==> config.mk <==
export PLATFORM = sky130hd
export DESIGN_NAME = buck_rail_control_regs
export DESIGN_NICKNAME = d
export VERILOG_FILES = /design/src/core/rail_ctrl_pkg.sv /design/src/core/rail_ctrl_slice.sv /design/src/core/buck_rail_control_regs.sv
export VERILOG_INCLUDE_DIRS = /design/src /design/src/core
export SDC_FILE = /design/constraint.sdc
export NUM_CORES = 1
export LEC_CHECK = 0
export BUFFER_PORTS_ARGS = -buffer_cell sky130_fd_sc_hd__buf_2
export CAP_MARGIN = 0
export CORE_ASPECT_RATIO = 0.6
export CORE_MARGIN = 4
export CORE_UTILIZATION = 48
export CTS_BUF_LIST = sky130_fd_sc_hd__clkbuf_2
export DETAILED_ROUTE_END_ITERATION = 16
export PLACE_DENSITY_LB_ADDON = 0.08
export SYNTH_ARGS = -nofsm -noshare
export SYNTH_HDL_FRONTEND = slang
export SYNTH_SLANG_ARGS = --single-unit
==> constraint.sdc <==
create_clock -name mclk -period 1.3 [get_ports mclk]
set_clock_uncertainty 0.1 [all_clocks]
set_input_delay 0.065 -clock mclk [delete_from_list [all_inputs] [get_ports mclk]]
set_output_delay 0.065 -clock mclk [all_outputs]
set_load 0.005 [all_outputs]
==> src/core/rail_ctrl_consts.svh <==
// constants for the three step-down rail control registers
// assumes inclusion by bare name from core design files
`ifndef RAIL_CTRL_CONSTS_SVH
`define RAIL_CTRL_CONSTS_SVH
`define RAIL4_CONTROL_OFS   8'h25
`define RAIL5_CONTROL_OFS   8'h26
`define RAIL6_CONTROL_OFS   8'h27
`define SLEEP_SEL_HI        5
`define SLEEP_SEL_LO        4
`define RSVD_HI             3
`define RSVD_LO             2
`define PWM_FORCE_BIT       1
`define SOFT_GATE_BIT       0
`define SLEEP_SEL_OFF       2'h0
`define SLEEP_SEL_ON        2'h3
`define RSVD_ONES           2'h3
`define CTRL_RESET_DEFAULT  8'h0f
`define UNMAPPED_READ       8'h00
`define STORED_HI           5
`define RO_TOP_HI           7
`define RO_TOP_LO           6
`define RO_TOP_ZERO         2'h0
`define VOLT_RESET          7'h00
`define SLEEP_PIN_IDLE      2'h3
`define PIN_EN_RESET        3'h0
`endif

==> src/core/rail_ctrl_pkg.sv <==
// types shared by the rail control register bank
// assumes nothing beyond a SystemVerilog compiler
`default_nettype none
package rail_ctrl_pkg;
  typedef logic [7:0] regByte_t;
  typedef logic [6:0] voltCode_t;
  typedef enum logic {SLEEP_PIN_A, SLEEP_PIN_B} sleepPin_t;
endpackage : rail_ctrl_pkg
`default_nettype wire

==> src/core/rail_ctrl_slice.sv <==
// one rail's control register and its output steering
// assumes writes arrive as one-cycle strobes on mclk
`include "rail_ctrl_consts.svh"
`default_nettype none
module rail_ctrl_slice
  import rail_ctrl_pkg::*;
#(
  parameter regByte_t RESET_VALUE = `CTRL_RESET_DEFAULT
) (
  input  wire logic      mclk,
  input  wire logic      reset,
  input  wire logic      wrHit,
  input  wire regByte_t  wrData,
  input  wire logic      sleepPinLow,
  input  wire logic      pinEnable,
  input  wire voltCode_t normalCode,
  input  wire voltCode_t sleepCode,
  output regByte_t       ctrlValue,
  output voltCode_t      voltCode,
  output logic           pwmForce,
  output logic           railOn
);
  // =====================================================
  // register: only bits 5:0 are stored
  logic [`STORED_HI:0] ctrl_ff;
  logic [`STORED_HI:0] nxt_ctrl;

  always_comb begin
    nxt_ctrl = ctrl_ff;
    if (wrHit) begin
      nxt_ctrl = wrData[`STORED_HI:0]; // bits 7:6 dropped
    end
  end

  always_ff @(posedge mclk) begin
    if (reset) begin
      ctrl_ff <= RESET_VALUE[`STORED_HI:0];
    end else begin
      ctrl_ff <= nxt_ctrl;
    end
  end

  // =====================================================
  // outputs: mixed sleep codes act as off, the safe reading
  logic      sleepOn;
  voltCode_t voltCode_ff;
  voltCode_t nxt_voltCode;
  logic      pwmForce_ff;
  logic      nxt_pwmForce;
  logic      railOn_ff;
  logic      nxt_railOn;
  assign sleepOn = (ctrl_ff[`SLEEP_SEL_HI:`SLEEP_SEL_LO] == `SLEEP_SEL_ON);
  assign ctrlValue = {`RO_TOP_ZERO, ctrl_ff};

  // next output values, registered so every data output is a flop
  always_comb begin
    nxt_voltCode = (sleepOn && sleepPinLow) ? sleepCode
                                            : normalCode;
    nxt_pwmForce = ctrl_ff[`PWM_FORCE_BIT];
    nxt_railOn   = ctrl_ff[`SOFT_GATE_BIT] & pinEnable;
  end

  // output registers only
  always_ff @(posedge mclk) begin
    if (reset) begin
      voltCode_ff <= `VOLT_RESET;
      pwmForce_ff <= 1'b0;
      railOn_ff   <= 1'b0;
    end else begin
      voltCode_ff <= nxt_voltCode;
      pwmForce_ff <= nxt_pwmForce;
      railOn_ff   <= nxt_railOn;
    end
  end
  assign voltCode = voltCode_ff;
  assign pwmForce = pwmForce_ff;
  assign railOn   = railOn_ff;
endmodule : rail_ctrl_slice
`default_nettype wire

==> src/core/buck_rail_control_regs.sv <==
// control register bank for three step-down rails
// assumes an upstream serial host decoder giving byte strobes on mclk
// and asynchronous control pins that are synchronised here
// factory straps for reset images and sleep pins arrive as parameters
//
// Behaviour
// - three alike registers, consecutive offsets, per rail
// - select 00 always uses normal voltage code
// - select 11 uses sleep code while pin low
// - sleep pin choice fixed by factory configuration
// - bit 1 chooses automatic or forced PWM
// - bit 0 low forces rail off always
// - third register has the same field meanings
`include "rail_ctrl_consts.svh"
`default_nettype none
module buck_rail_control_regs
  import rail_ctrl_pkg::*;
#(
  parameter regByte_t  RAIL4_RESET = `CTRL_RESET_DEFAULT,
  parameter regByte_t  RAIL5_RESET = `CTRL_RESET_DEFAULT,
  parameter regByte_t  RAIL6_RESET = `CTRL_RESET_DEFAULT,
  parameter sleepPin_t RAIL4_PIN   = SLEEP_PIN_A,
  parameter sleepPin_t RAIL5_PIN   = SLEEP_PIN_A,
  parameter sleepPin_t RAIL6_PIN   = SLEEP_PIN_A
) (
  input  wire logic      mclk,
  input  wire logic      reset,
  input  wire logic      regWrite,
  input  wire logic      regRead,
  input  wire regByte_t  regAddr,
  input  wire regByte_t  regWrData,
  output regByte_t       regRdData,
  input  wire logic      controlInput3SleepA,
  input  wire logic      controlInput6SleepB,
  input  wire logic [2:0] railPinEnable,
  input  wire voltCode_t rail4NormalVoltageCode,
  input  wire voltCode_t rail4SleepVoltageCode,
  input  wire voltCode_t rail5NormalVoltageCode,
  input  wire voltCode_t rail5SleepVoltageCode,
  input  wire voltCode_t rail6NormalVoltageCode,
  input  wire voltCode_t rail6SleepVoltageCode,
  output voltCode_t      rail4VoltageCode,
  output voltCode_t      rail5VoltageCode,
  output voltCode_t      rail6VoltageCode,
  output logic [2:0]     railPwmForce,
  output logic [2:0]     railOn
);
  // =====================================================
  // elaboration checks on the factory reset images
  // an image that sets the read-only pair, clears the reserved pair or
  // holds a mixed sleep code is a state that legal software could never
  // write, so such a strap set is refused before anything is built;
  // at run time the reserved bits are stored just as they are written
  function automatic logic resetLegal(input regByte_t image);
    logic topClear;
    logic rsvdSet;
    logic selPure;
    topClear   = (image[`RO_TOP_HI:`RO_TOP_LO] == `RO_TOP_ZERO);
    rsvdSet    = (image[`RSVD_HI:`RSVD_LO] == `RSVD_ONES);
    selPure    = (image[`SLEEP_SEL_HI:`SLEEP_SEL_LO] == `SLEEP_SEL_OFF) ||
                 (image[`SLEEP_SEL_HI:`SLEEP_SEL_LO] == `SLEEP_SEL_ON);
    resetLegal = topClear && rsvdSet && selPure;
  endfunction : resetLegal

  if (!resetLegal(RAIL4_RESET)) begin : g_bad_rail4_reset
    $error("rail4 reset image is not a legal register value");
  end
  if (!resetLegal(RAIL5_RESET)) begin : g_bad_rail5_reset
    $error("rail5 reset image is not a legal register value");
  end
  if (!resetLegal(RAIL6_RESET)) begin : g_bad_rail6_reset
    $error("rail6 reset image is not a legal register value");
  end

  // =====================================================
  // pin synchronisers: pins come from outside mclk
  // two stages per pin and only the second stage is read anywhere, so a
  // metastable first stage never fans out; the cost is two cycles of
  // latency on every pin, three counting the output register
  logic [1:0] sleepMeta_ff;
  logic [1:0] sleepSync_ff;
  logic [2:0] enMeta_ff;
  logic [2:0] enSync_ff;
  logic [1:0] nxt_sleepMeta;
  logic [1:0] nxt_sleepSync;
  logic [2:0] nxt_enMeta;
  logic [2:0] nxt_enSync;

  // next values: every pin moves one stage along each cycle
  always_comb begin
    nxt_sleepMeta = {controlInput6SleepB, controlInput3SleepA};
    nxt_sleepSync = sleepMeta_ff;
    nxt_enMeta    = railPinEnable;
    nxt_enSync    = enMeta_ff;
  end

  // sleep stages reset to the idle high level, so no false sleep
  // request reaches a rail in the first cycles after reset
  always_ff @(posedge mclk) begin
    if (reset) begin
      sleepMeta_ff <= `SLEEP_PIN_IDLE;
      sleepSync_ff <= `SLEEP_PIN_IDLE;
      enMeta_ff    <= `PIN_EN_RESET;
      enSync_ff    <= `PIN_EN_RESET;
    end else begin
      sleepMeta_ff <= nxt_sleepMeta;
      sleepSync_ff <= nxt_sleepSync;
      enMeta_ff    <= nxt_enMeta;
      enSync_ff    <= nxt_enSync;
    end
  end

  // factory strap choice of sleep pin, low means sleep
  // the strap is a parameter, not a register bit: software can switch
  // sleep on or off but can never move a rail onto the other pin
  function automatic logic pinLow(input sleepPin_t sel,
                                  input logic [1:0] pins);
    pinLow = (sel == SLEEP_PIN_A) ? ~pins[0] : ~pins[1];
  endfunction : pinLow

  // =====================================================
  // address decode and read mux
  // one decode function feeds both the write strobes and the read mux,
  // so a write and a read can never disagree about which offset
  // belongs to which rail; anything outside the three offsets matches
  // nothing and so writes nowhere and reads as zero
  function automatic logic [2:0] railSelect(input regByte_t addr);
    railSelect = {(addr == `RAIL6_CONTROL_OFS),
                  (addr == `RAIL5_CONTROL_OFS),
                  (addr == `RAIL4_CONTROL_OFS)};
  endfunction : railSelect

  logic [2:0] addrMatch;
  logic [2:0] hit;
  regByte_t   ctrl4;
  regByte_t   ctrl5;
  regByte_t   ctrl6;
  assign addrMatch = railSelect(regAddr);
  assign hit       = {3{regWrite}} & addrMatch; // unmapped writes fall away

  // read data is registered and holds until the next read; a read in
  // the same cycle as a write to that register returns the old value
  regByte_t nxt_rd;
  regByte_t rd_ff;
  always_comb begin
    nxt_rd = rd_ff;
    if (regRead) begin
      if (addrMatch[0]) begin
        nxt_rd = ctrl4;
      end else if (addrMatch[1]) begin
        nxt_rd = ctrl5;
      end else if (addrMatch[2]) begin
        nxt_rd = ctrl6;
      end else begin
        nxt_rd = `UNMAPPED_READ; // unmapped offsets read as zero
      end
    end
  end

  // read data register only
  always_ff @(posedge mclk) begin
    if (reset) begin
      rd_ff <= `UNMAPPED_READ;
    end else begin
      rd_ff <= nxt_rd;
    end
  end
  assign regRdData = rd_ff;

  // =====================================================
  // three identical slices, each touches only its own rail
  // a write strobe reaches one slice only, so a stray offset can never
  // disturb a neighbouring rail; the price is three copies of the
  // output registers rather than one shared set
  // the sleep pin for each rail is picked here from its strap
  rail_ctrl_slice #(.RESET_VALUE(RAIL4_RESET)) rail4 (
    .mclk        (mclk),
    .reset       (reset),
    .wrHit       (hit[0]),
    .wrData      (regWrData),
    .sleepPinLow (pinLow(RAIL4_PIN, sleepSync_ff)),
    .pinEnable   (enSync_ff[0]),
    .normalCode  (rail4NormalVoltageCode),
    .sleepCode   (rail4SleepVoltageCode),
    .ctrlValue   (ctrl4),
    .voltCode    (rail4VoltageCode),
    .pwmForce    (railPwmForce[0]),
    .railOn      (railOn[0])
  );
  rail_ctrl_slice #(.RESET_VALUE(RAIL5_RESET)) rail5 (
    .mclk        (mclk),
    .reset       (reset),
    .wrHit       (hit[1]),
    .wrData      (regWrData),
    .sleepPinLow (pinLow(RAIL5_PIN, sleepSync_ff)),
    .pinEnable   (enSync_ff[1]),
    .normalCode  (rail5NormalVoltageCode),
    .sleepCode   (rail5SleepVoltageCode),
    .ctrlValue   (ctrl5),
    .voltCode    (rail5VoltageCode),
    .pwmForce    (railPwmForce[1]),
    .railOn      (railOn[1])
  );
  rail_ctrl_slice #(.RESET_VALUE(RAIL6_RESET)) rail6 (
    .mclk        (mclk),
    .reset       (reset),
    .wrHit       (hit[2]),
    .wrData      (regWrData),
    .sleepPinLow (pinLow(RAIL6_PIN, sleepSync_ff)),
    .pinEnable   (enSync_ff[2]),
    .normalCode  (rail6NormalVoltageCode),
    .sleepCode   (rail6SleepVoltageCode),
    .ctrlValue   (ctrl6),
    .voltCode    (rail6VoltageCode),
    .pwmForce    (railPwmForce[2]),
    .railOn      (railOn[2])
  );
endmodule : buck_rail_control_regs
`default_nettype wire

==> qor.csv, run 1 <==
stage;metric;value;unit
outcome;outcome;complete, but fails checks;
outcome;failed_checks;hold timing, setup timing;
worst_setup_path;start_kind;input port;
clock_network;clock-root-buffer;clkbuf_2;
global_routing;grt_pass1_wl;10300;µm
yosys;synth_top_family_by_area;multiplexers;
cells_and_area;antenna_cells;0;
clock_network;cts_tree;yes;
worst_setup_path;critPathSlowestCell;dlygate4sd3_1;
worst_setup_path;cp_slowest_stage_delay;0.55;ns
sta;holdWs;-0.0461;ns
floorplan;core;4560;µm²
routing;avgViaCountPerCell;4.69;
yosys;yosys-top-cells-count;dfxtp_1 (59), nor2_1 (41), mux2i_1 (39), nand2_1 (9), nor2b_1 (9);
routing;drc;0;
yosys;netlist.area_leader.share;52.1;%
yosys;yosys.area_share.simple;18.8;%
yosys;synth_top_cell_by_area;dfxtp_1;
worst_setup_path;path_cells;buf_2 -> nor4b_4 -> nand4_2 -> buf_4 -> mux2i_1 -> dlygate4sd3_1;
worst_setup_path;worstPathArrival;1.56;ns
job;cap_violations;0;
cells_and_area;fin_area;3600;µm²
sta;fin_setup_tns;-0.0106;ns
yosys;synthXorXnorAreaFrac;0;%
floorplan;die-area;5930;µm²
cells_and_area;final_cells;449;
routing;vias;2108;
global_routing;grt_pass1_vias;2149;
sta;finalHoldViolations;15;
sta;layout_min_cycle_time;1.31;ns
routing;first_pass_iters;4;
yosys;synth-edff-count;0;
yosys;yosysMostFrequentCell;dfxtp_1;
power_and_ir_drop;power_density;944;nW/µm²
clock_network;cts_made_buffers;9;
yosys;yosys_warnings;0;
power_and_ir_drop;swShare;24.3;%
power_and_ir_drop;p_leak;1.85;nW
yosys;syn_area_per_cell;10.4;µm²
yosys;ys_seq_area_share;52.1;%
yosys;async_flop_share;0;%
cells_and_area;synthToLayoutAreaGrowth;58.8;%
yosys;synth_area_leaders;dfxtp_1 (52%), mux2i_1 (17%), nor2_1 (6.8%);
clock_network;clock_sinks;59;
sta;timing.final.crit_share;101;%
routing;drt_iter0_markers;71;
sta;setup_slack;-0.0106;ns
global_routing;antenna_found_initial;0;
place;dp_hpwl;3750;µm
power_and_ir_drop;p_seq_share;55.2;%
place;gp_congestion;0.777;
cells_and_area;drive_above_1_share;38.3;%
clock_network;ctsHtreeMaxLevel;3;
worst_hold_path;min_path_type;input port to flop;
clock_network;ctsHoldBuffers;72;
worst_setup_path;critPathKind;input port to flop;
cells_and_area;fin_nets;449;
floorplan;die_w;96.8;µm
yosys;ys_seq_elements;59;
yosys;yosysUniqueCellTypes;23;
place;dp.cells;367;
floorplan;io_pins;102;
yosys;syn_inst;218;
routing;ant_nets;0;
worst_setup_path;r2r_setup_slack;0.02;ns
floorplan;die_h;61.3;µm
sta;max_freq;0.763;GHz
yosys;synth_compound_gate_area_share;3.31;%
global_routing;grt_max_degree;24;
clock_network;cts.path.max_buffers;2;
sta;report.final.slew_viol_count;0;
floorplan;initial_core_util;49.7;%
power_and_ir_drop;p_int;2.57;mW
power_and_ir_drop;peakVddDrop;645;µV
yosys;syn_area;2270;µm²
routing;wl;6410;µm
sta;setup_viol_count_final;1;
worst_setup_path;cp-end-kind;flop;
worst_setup_path;crit_fanout;6;
place;dp_slack;-0.0539;ns
power_and_ir_drop;combinationalPowerShare;13.1;%
global_routing;grt_overflow;0;
floorplan;rows;19;
global_routing;grt_util_all_layers;22.3;%
yosys;synth_ff_type;dfxtp_1;
power_and_ir_drop;power.switching;0.826;mW
worst_setup_path;cp.required;1.55;ns
place;placed_area;2810;µm²
clock_network;clkLatencyLatePin;0.46;ns
place;io_buffers;96;
power_and_ir_drop;clkPwrFrac;31.7;%
clock_network;cts.clk_slew.worst_paths;0.18;ns
routing;wl_per_cell;14.3;µm
yosys;synthAdderAreaFrac;0;%
yosys;synth_mux_area_share;20.2;%
power groups by stage:
stage,combinational (mW),sequential (mW),clock (mW)
floorplan,0.126,1.92,0
global placement,0.284,1.91,0
detailed placement,0.287,1.92,0
CTS,0.430,1.88,1.11
global route,0.485,1.88,1.18
finish,0.445,1.88,1.08
cell usage in the layout (no fill, tap or decap):
| cell type | instances |
|---|---|
| nand4_2 | 1 |
| mux2i_1 | 39 |
| buf_6 | 1 |
| nor4b_4 | 1 |
| dlygate4sd3_1 | 65 |
| or2_2 | 2 |
| clkbuf_2 | 10 |
| dfxtp_2 | 9 |
| nand2_1 | 9 |
| nand3b_1 | 4 |
| clkinv_2 | 2 |
| nor2_1 | 37 |
| buf_12 | 2 |
| and4bb_2 | 1 |
| and4_1 | 1 |
| conb_1 | 2 |
| nor2_2 | 4 |
| buf_2 | 96 |
| nor3b_1 | 1 |
| buf_4 | 9 |
| nand4b_2 | 1 |
| nand2b_1 | 8 |
| o21ai_0 | 6 |
| nor2b_1 | 9 |
| dfxtp_1 | 50 |
| clkinvlp_4 | 2 |
| mux2_2 | 6 |
| bufinv_16 | 1 |
| a22oi_1 | 6 |
| and3b_1 | 1 |
timing repair:
action | CTS | global route
hold endpoints to repair | 57 | 15
setup buffers | 0 | 2
gates resized for setup | 0 | 14
endpoints found under the setup margin | 0 | 13
through the flow:
stage	utilization [%]	power (mW)
after floorplan	-	2.05
after global placement	61.5	2.20
after detailed placement	61.5	2.20
after CTS	79.6	3.41
after global routing	78.9	3.55
final	78.9	3.40
registers in the layout, summed over array words and instances (netlist names):
name and flops:
rail4.pwmForce 1, rail6.railOn 1, rail5.ctrl_ff 6, rail4.voltCode 7, rail4.railOn 1, rail5.pwmForce 1, sleepSync_ff 1, rail6.ctrl_ff 6
regRdData 6, rail5.voltCode 7, rail4.ctrl_ff 6, rail6.pwmForce 1, rail5.railOn 1, rail6.voltCode 7, enMeta_ff 3, enSync_ff 3
nxt_sleepSync 1
metal layers:
layer / part of all wire (%) / global-route usage, % / wire, µm / vias to the layer above
met2: 48 / 38.7 / 3090 / 78
li1: - / - / - / 1049
met5: 0 / 0 / 0 / -
met4: 2.0 / 10.6 / 128 / 0
met3: 6.3 / 8.48 / 404 / 12
met1: 43 / 25.2 / 2780 / 969
kinds of logic after synthesis:
logic type | after synthesis
muxes | 45
AOI/OAI and AO/OA | 12
buffers and inverters | 21
DFF | 59
other | 1
and+or+nand+nor | 80
layout make-up:
cell class | instances | area [µm²]
flip-flops and latches | 59 | 1190
repair buffers | 173 | 1250
multi-input cells | 139 | 976
clock buffers | 10 | 50.0
fillers | 305 | 962
clock inverters | 5 | 55.1
well taps | 63 | 78.8
worst max-delay path, delay by kind of cell:
family | cells | cell delay (ns)
buffers and inverters | 3 | 0.86
AND/OR/NAND/NOR | 2 | 0.50
multiplexers | 1 | 0.12
path summary, 6_finish.rpt:
| check | start | end | cells after the start |
|---|---|---|---|
| max | regAddr[4] | rail6.ctrl_ff[0] | 6 |
| min | regWrite | rail5.ctrl_ff[1] | 4 |
| max reg2reg | rail6.ctrl_ff[1] | rail6.ctrl_ff[1] | 3 |
| min reg2reg | enSync_ff[2] | rail6.railOn | 2 |
(Power assumes the default switching activity.)
==> run 2: changes to the inputs <==
--- a/config.mk
+++ b/config.mk
@@ -8,9 +8,11 @@
 export LEC_CHECK = 0
 export BUFFER_PORTS_ARGS = -buffer_cell sky130_fd_sc_hd__buf_2
 export CAP_MARGIN = 0
+export CELL_PAD_IN_SITES_DETAIL_PLACEMENT = 0
+export CELL_PAD_IN_SITES_GLOBAL_PLACEMENT = 1
 export CORE_ASPECT_RATIO = 0.6
 export CORE_MARGIN = 4
-export CORE_UTILIZATION = 48
+export CORE_UTILIZATION = 35
 export CTS_BUF_LIST = sky130_fd_sc_hd__clkbuf_2
 export DETAILED_ROUTE_END_ITERATION = 16
 export PLACE_DENSITY_LB_ADDON = 0.08
==> qor.csv, run 2 (same netlist as run 1, synthesis figures left out) <==
stage;metric;value;unit;change
worst_setup_path;cp.required;1.56;ns;about the same
cells_and_area;synthToLayoutAreaGrowth;59.9;%;
global_routing;grt_max_degree;15;;-38%
floorplan;core;6190;µm²;+36%
worst_hold_path;min_path_type;input port to flop;;
cells_and_area;fin_area;3630;µm²;+0.69%
floorplan;die_w;112;µm;+16%
worst_setup_path;cp_slowest_stage_delay;0.61;ns;+0.06 ns
place;placed_area;2870;µm²;+2.1%
place;dp_slack;-0.0635;ns;-0.00957 ns
floorplan;io_pins;102;;unchanged
routing;top_layer_used;met4;;
worst_setup_path;critPathSlowestCell;dlygate4sd3_1;;
worst_setup_path;critPathKind;input port to flop;;
global_routing;grt_overflow;0;;unchanged
routing;route.met3.wl;428;µm;+5.9%
worst_setup_path;r2r-start;rail5.ctrl_ff[5];;
floorplan;die-area;7880;µm²;+33%
floorplan;die_h;70.4;µm;+15%
clock_network;clock_sinks;59;;unchanged
worst_setup_path;crit_fanout;2;;-4
power_and_ir_drop;swShare;24.1;%;-0.18 points
worst_setup_path;worstPathArrival;1.56;ns;about the same
place;gp_congestion;0.756;;-2.7%
power_and_ir_drop;p_seq_share;54.9;%;-0.3 points
power_and_ir_drop;p_int;2.60;mW;+0.84%
routing;vias;2096;;-0.57%
global_routing;antenna_found_initial;0;;unchanged
routing;wl_per_cell;13.4;µm;-6.4%
power_and_ir_drop;combinationalPowerShare;13.0;%;about the same
routing;first_pass_iters;4;;unchanged
clock_network;clock-root-buffer;clkbuf_2;;
clock_network;cts_made_buffers;9;;unchanged
outcome;failed_checks;hold timing;;
sta;setup_slack;0.00434;ns;+0.0149 ns
cells_and_area;drive_above_1_share;35.8;%;-2.6 points
routing;ant_nets;0;;unchanged
sta;setup_viol_count_final;0;;-1
routing;drc;0;;unchanged
power_and_ir_drop;power_density;943;nW/µm²;about the same
sta;report.final.slew_viol_count;0;;unchanged
sta;max_freq;0.772;GHz;+1.2%
power_and_ir_drop;p_leak;1.86;nW;+0.62%
global_routing;grt_util_all_layers;16.5;%;-5.8 points
cells_and_area;most-common-layout-cells;buf_2 (96), dlygate4sd3_1 (64), dfxtp_1 (57);;
routing;met2_wirelength;2880;µm;-7.0%
worst_setup_path;start_kind;input port;;
cells_and_area;final_common_cell;buf_2;;
clock_network;cts.path.max_buffers;2;;unchanged
cells_and_area;antenna_cells;0;;unchanged
worst_hold_path;hold_path.startpoint;reset;;
routing;wl_met1;2840;µm;+2.1%
worst_setup_path;path_cells;dlygate4sd3_1 -> buf_2 -> nor2_1 -> dlygate4sd3_1 -> mux2i_1;;
floorplan;initial_core_util;36.6;%;-13 points
sta;holdWs;-0.0551;ns;-0.00902 ns
worst_setup_path;r2r_end;rail5.voltCode[6];;
sta;rsz0062_at_grt;no;;
worst_hold_path;hold_depth;4;;unchanged
sta;layout_min_cycle_time;1.30;ns;-0.0149 ns
cells_and_area;fin_nets;448;;-0.22%
power_and_ir_drop;power.switching;0.824;mW;-0.16%
place;io_buffers;96;;unchanged
sta;finalHoldViolations;2;;-13
worst_setup_path;cpMostUsedCell;dlygate4sd3_1;;
clock_network;cts.clk_slew.worst_paths;0.15;ns;-0.03 ns
worst_setup_path;cp-end-kind;flop;;
power_and_ir_drop;power;3.42;mW;+0.60%
clock_network;clkLatencyLatePin;0.46;ns;about the same
routing;avgViaCountPerCell;4.46;;-5.0%
clock_network;cts_tree;yes;;
floorplan;rows;22;;+3
job;cap_violations;0;;unchanged
worst_hold_path;worstHoldEndpoint;rail5.ctrl_ff[1];;
worst_setup_path;r2r_cells;4;;+1
power_and_ir_drop;clkPwrFrac;32.2;%;+0.5 points
global_routing;grt_pass1_wl;10200;µm;-1.4%
outcome;outcome;complete, but fails checks;;
global_routing;grt_pass1_vias;2138;;-0.51%
cells_and_area;post-route-util;58.6;%;-20 points
place;dp_hpwl;4030;µm;+7.7%
worst_setup_path;r2r_setup_slack;0.18;ns;+0.16 ns
sta;timing.final.crit_share;99.7;%;-1.1 points
routing;drt_iter0_markers;68;;-4.2%
clock_network;ctsHtreeMaxLevel;3;;unchanged
power_and_ir_drop;peakVddDrop;561;µV;-13%
routing;wl;6280;µm;-2.0%
[run 2: changes by cell type in the layout (fill, tap and decap cells not counted), moves of 2 or more]
cell,change
nor2_2,-3
nor2_1,+3
dfxtp_1,+7
dfxtp_2,-7
buf_12,+2
[run 2: worst max-delay path, delay by kind of cell]
family | cells | cell delay (ns)
and+or+nand+nor | 1 | 0.16
muxes | 1 | 0.08
buffers and inverters | 3 | 1.24
[run 2: worst max-delay path by stage]
stage | cells past startpoint | endpoint | startpoint | slack [ns]
floorplan | 4 | rail4.ctrl_ff[1] | regAddr[7] | 0.20
finish | 5 | rail4.ctrl_ff[1] | regWrData[1] | 0.004
global placement | 5 | rail4.ctrl_ff[5] | regAddr[7] | -0.02
global route | 6 | rail6.ctrl_ff[0] | regAddr[7] | 0.003
detailed placement | 5 | rail4.ctrl_ff[0] | regAddr[7] | -0.06
CTS | 3 | rail5.ctrl_ff[1] | rail5.ctrl_ff[1] | 0.03
[run 2: stage by stage]
stage | setup TNS [ns] | instances
final | 0 | 470
after global routing | 0 | 470
after CTS | 0 | 470
after detailed placement | -0.350 | 389
after global placement | -0.0802 | 389
after floorplan | 0 | 219
[run 2: routing by layer]
metal,up-vias,GRT usage (%)
met3,14,6.84
met2,74,25.9
met4,0,5.87
met1,959,20.4
li1,1049,-
met5,-,0
[run 2: cell type report]
cell class / instances / area (µm²)
Fill cell: 561 / 2570
Timing Repair Buffer: 172 / 1260
Sequential cell: 59 / 1180
Multi-Input combinational cell: 139 / 968
Tap cell: 84 / 105
Clock buffer: 11 / 55.1
Clock inverter: 5 / 53.8
[run 2: power by group through the flow]
stage	Sequential [mW]	Combinational (mW)	Clock, mW
global route	1.88	0.486	1.24
global placement	1.91	0.292	0
floorplan	1.92	0.126	0
CTS	1.88	0.436	1.15
finish	1.88	0.443	1.10
detailed placement	1.92	0.291	0
[run 2: what timing repair did]
| action | 4_1_cts | 5_1_grt |
|---|---|---|
| hold endpoints to repair | 56 | 10 |
| endpoints found under the setup margin | 0 | 2 |
| hold buffers | 65 | 1 |
| setup buffers | 0 | 1 |
| resized for setup | 0 | 3 |
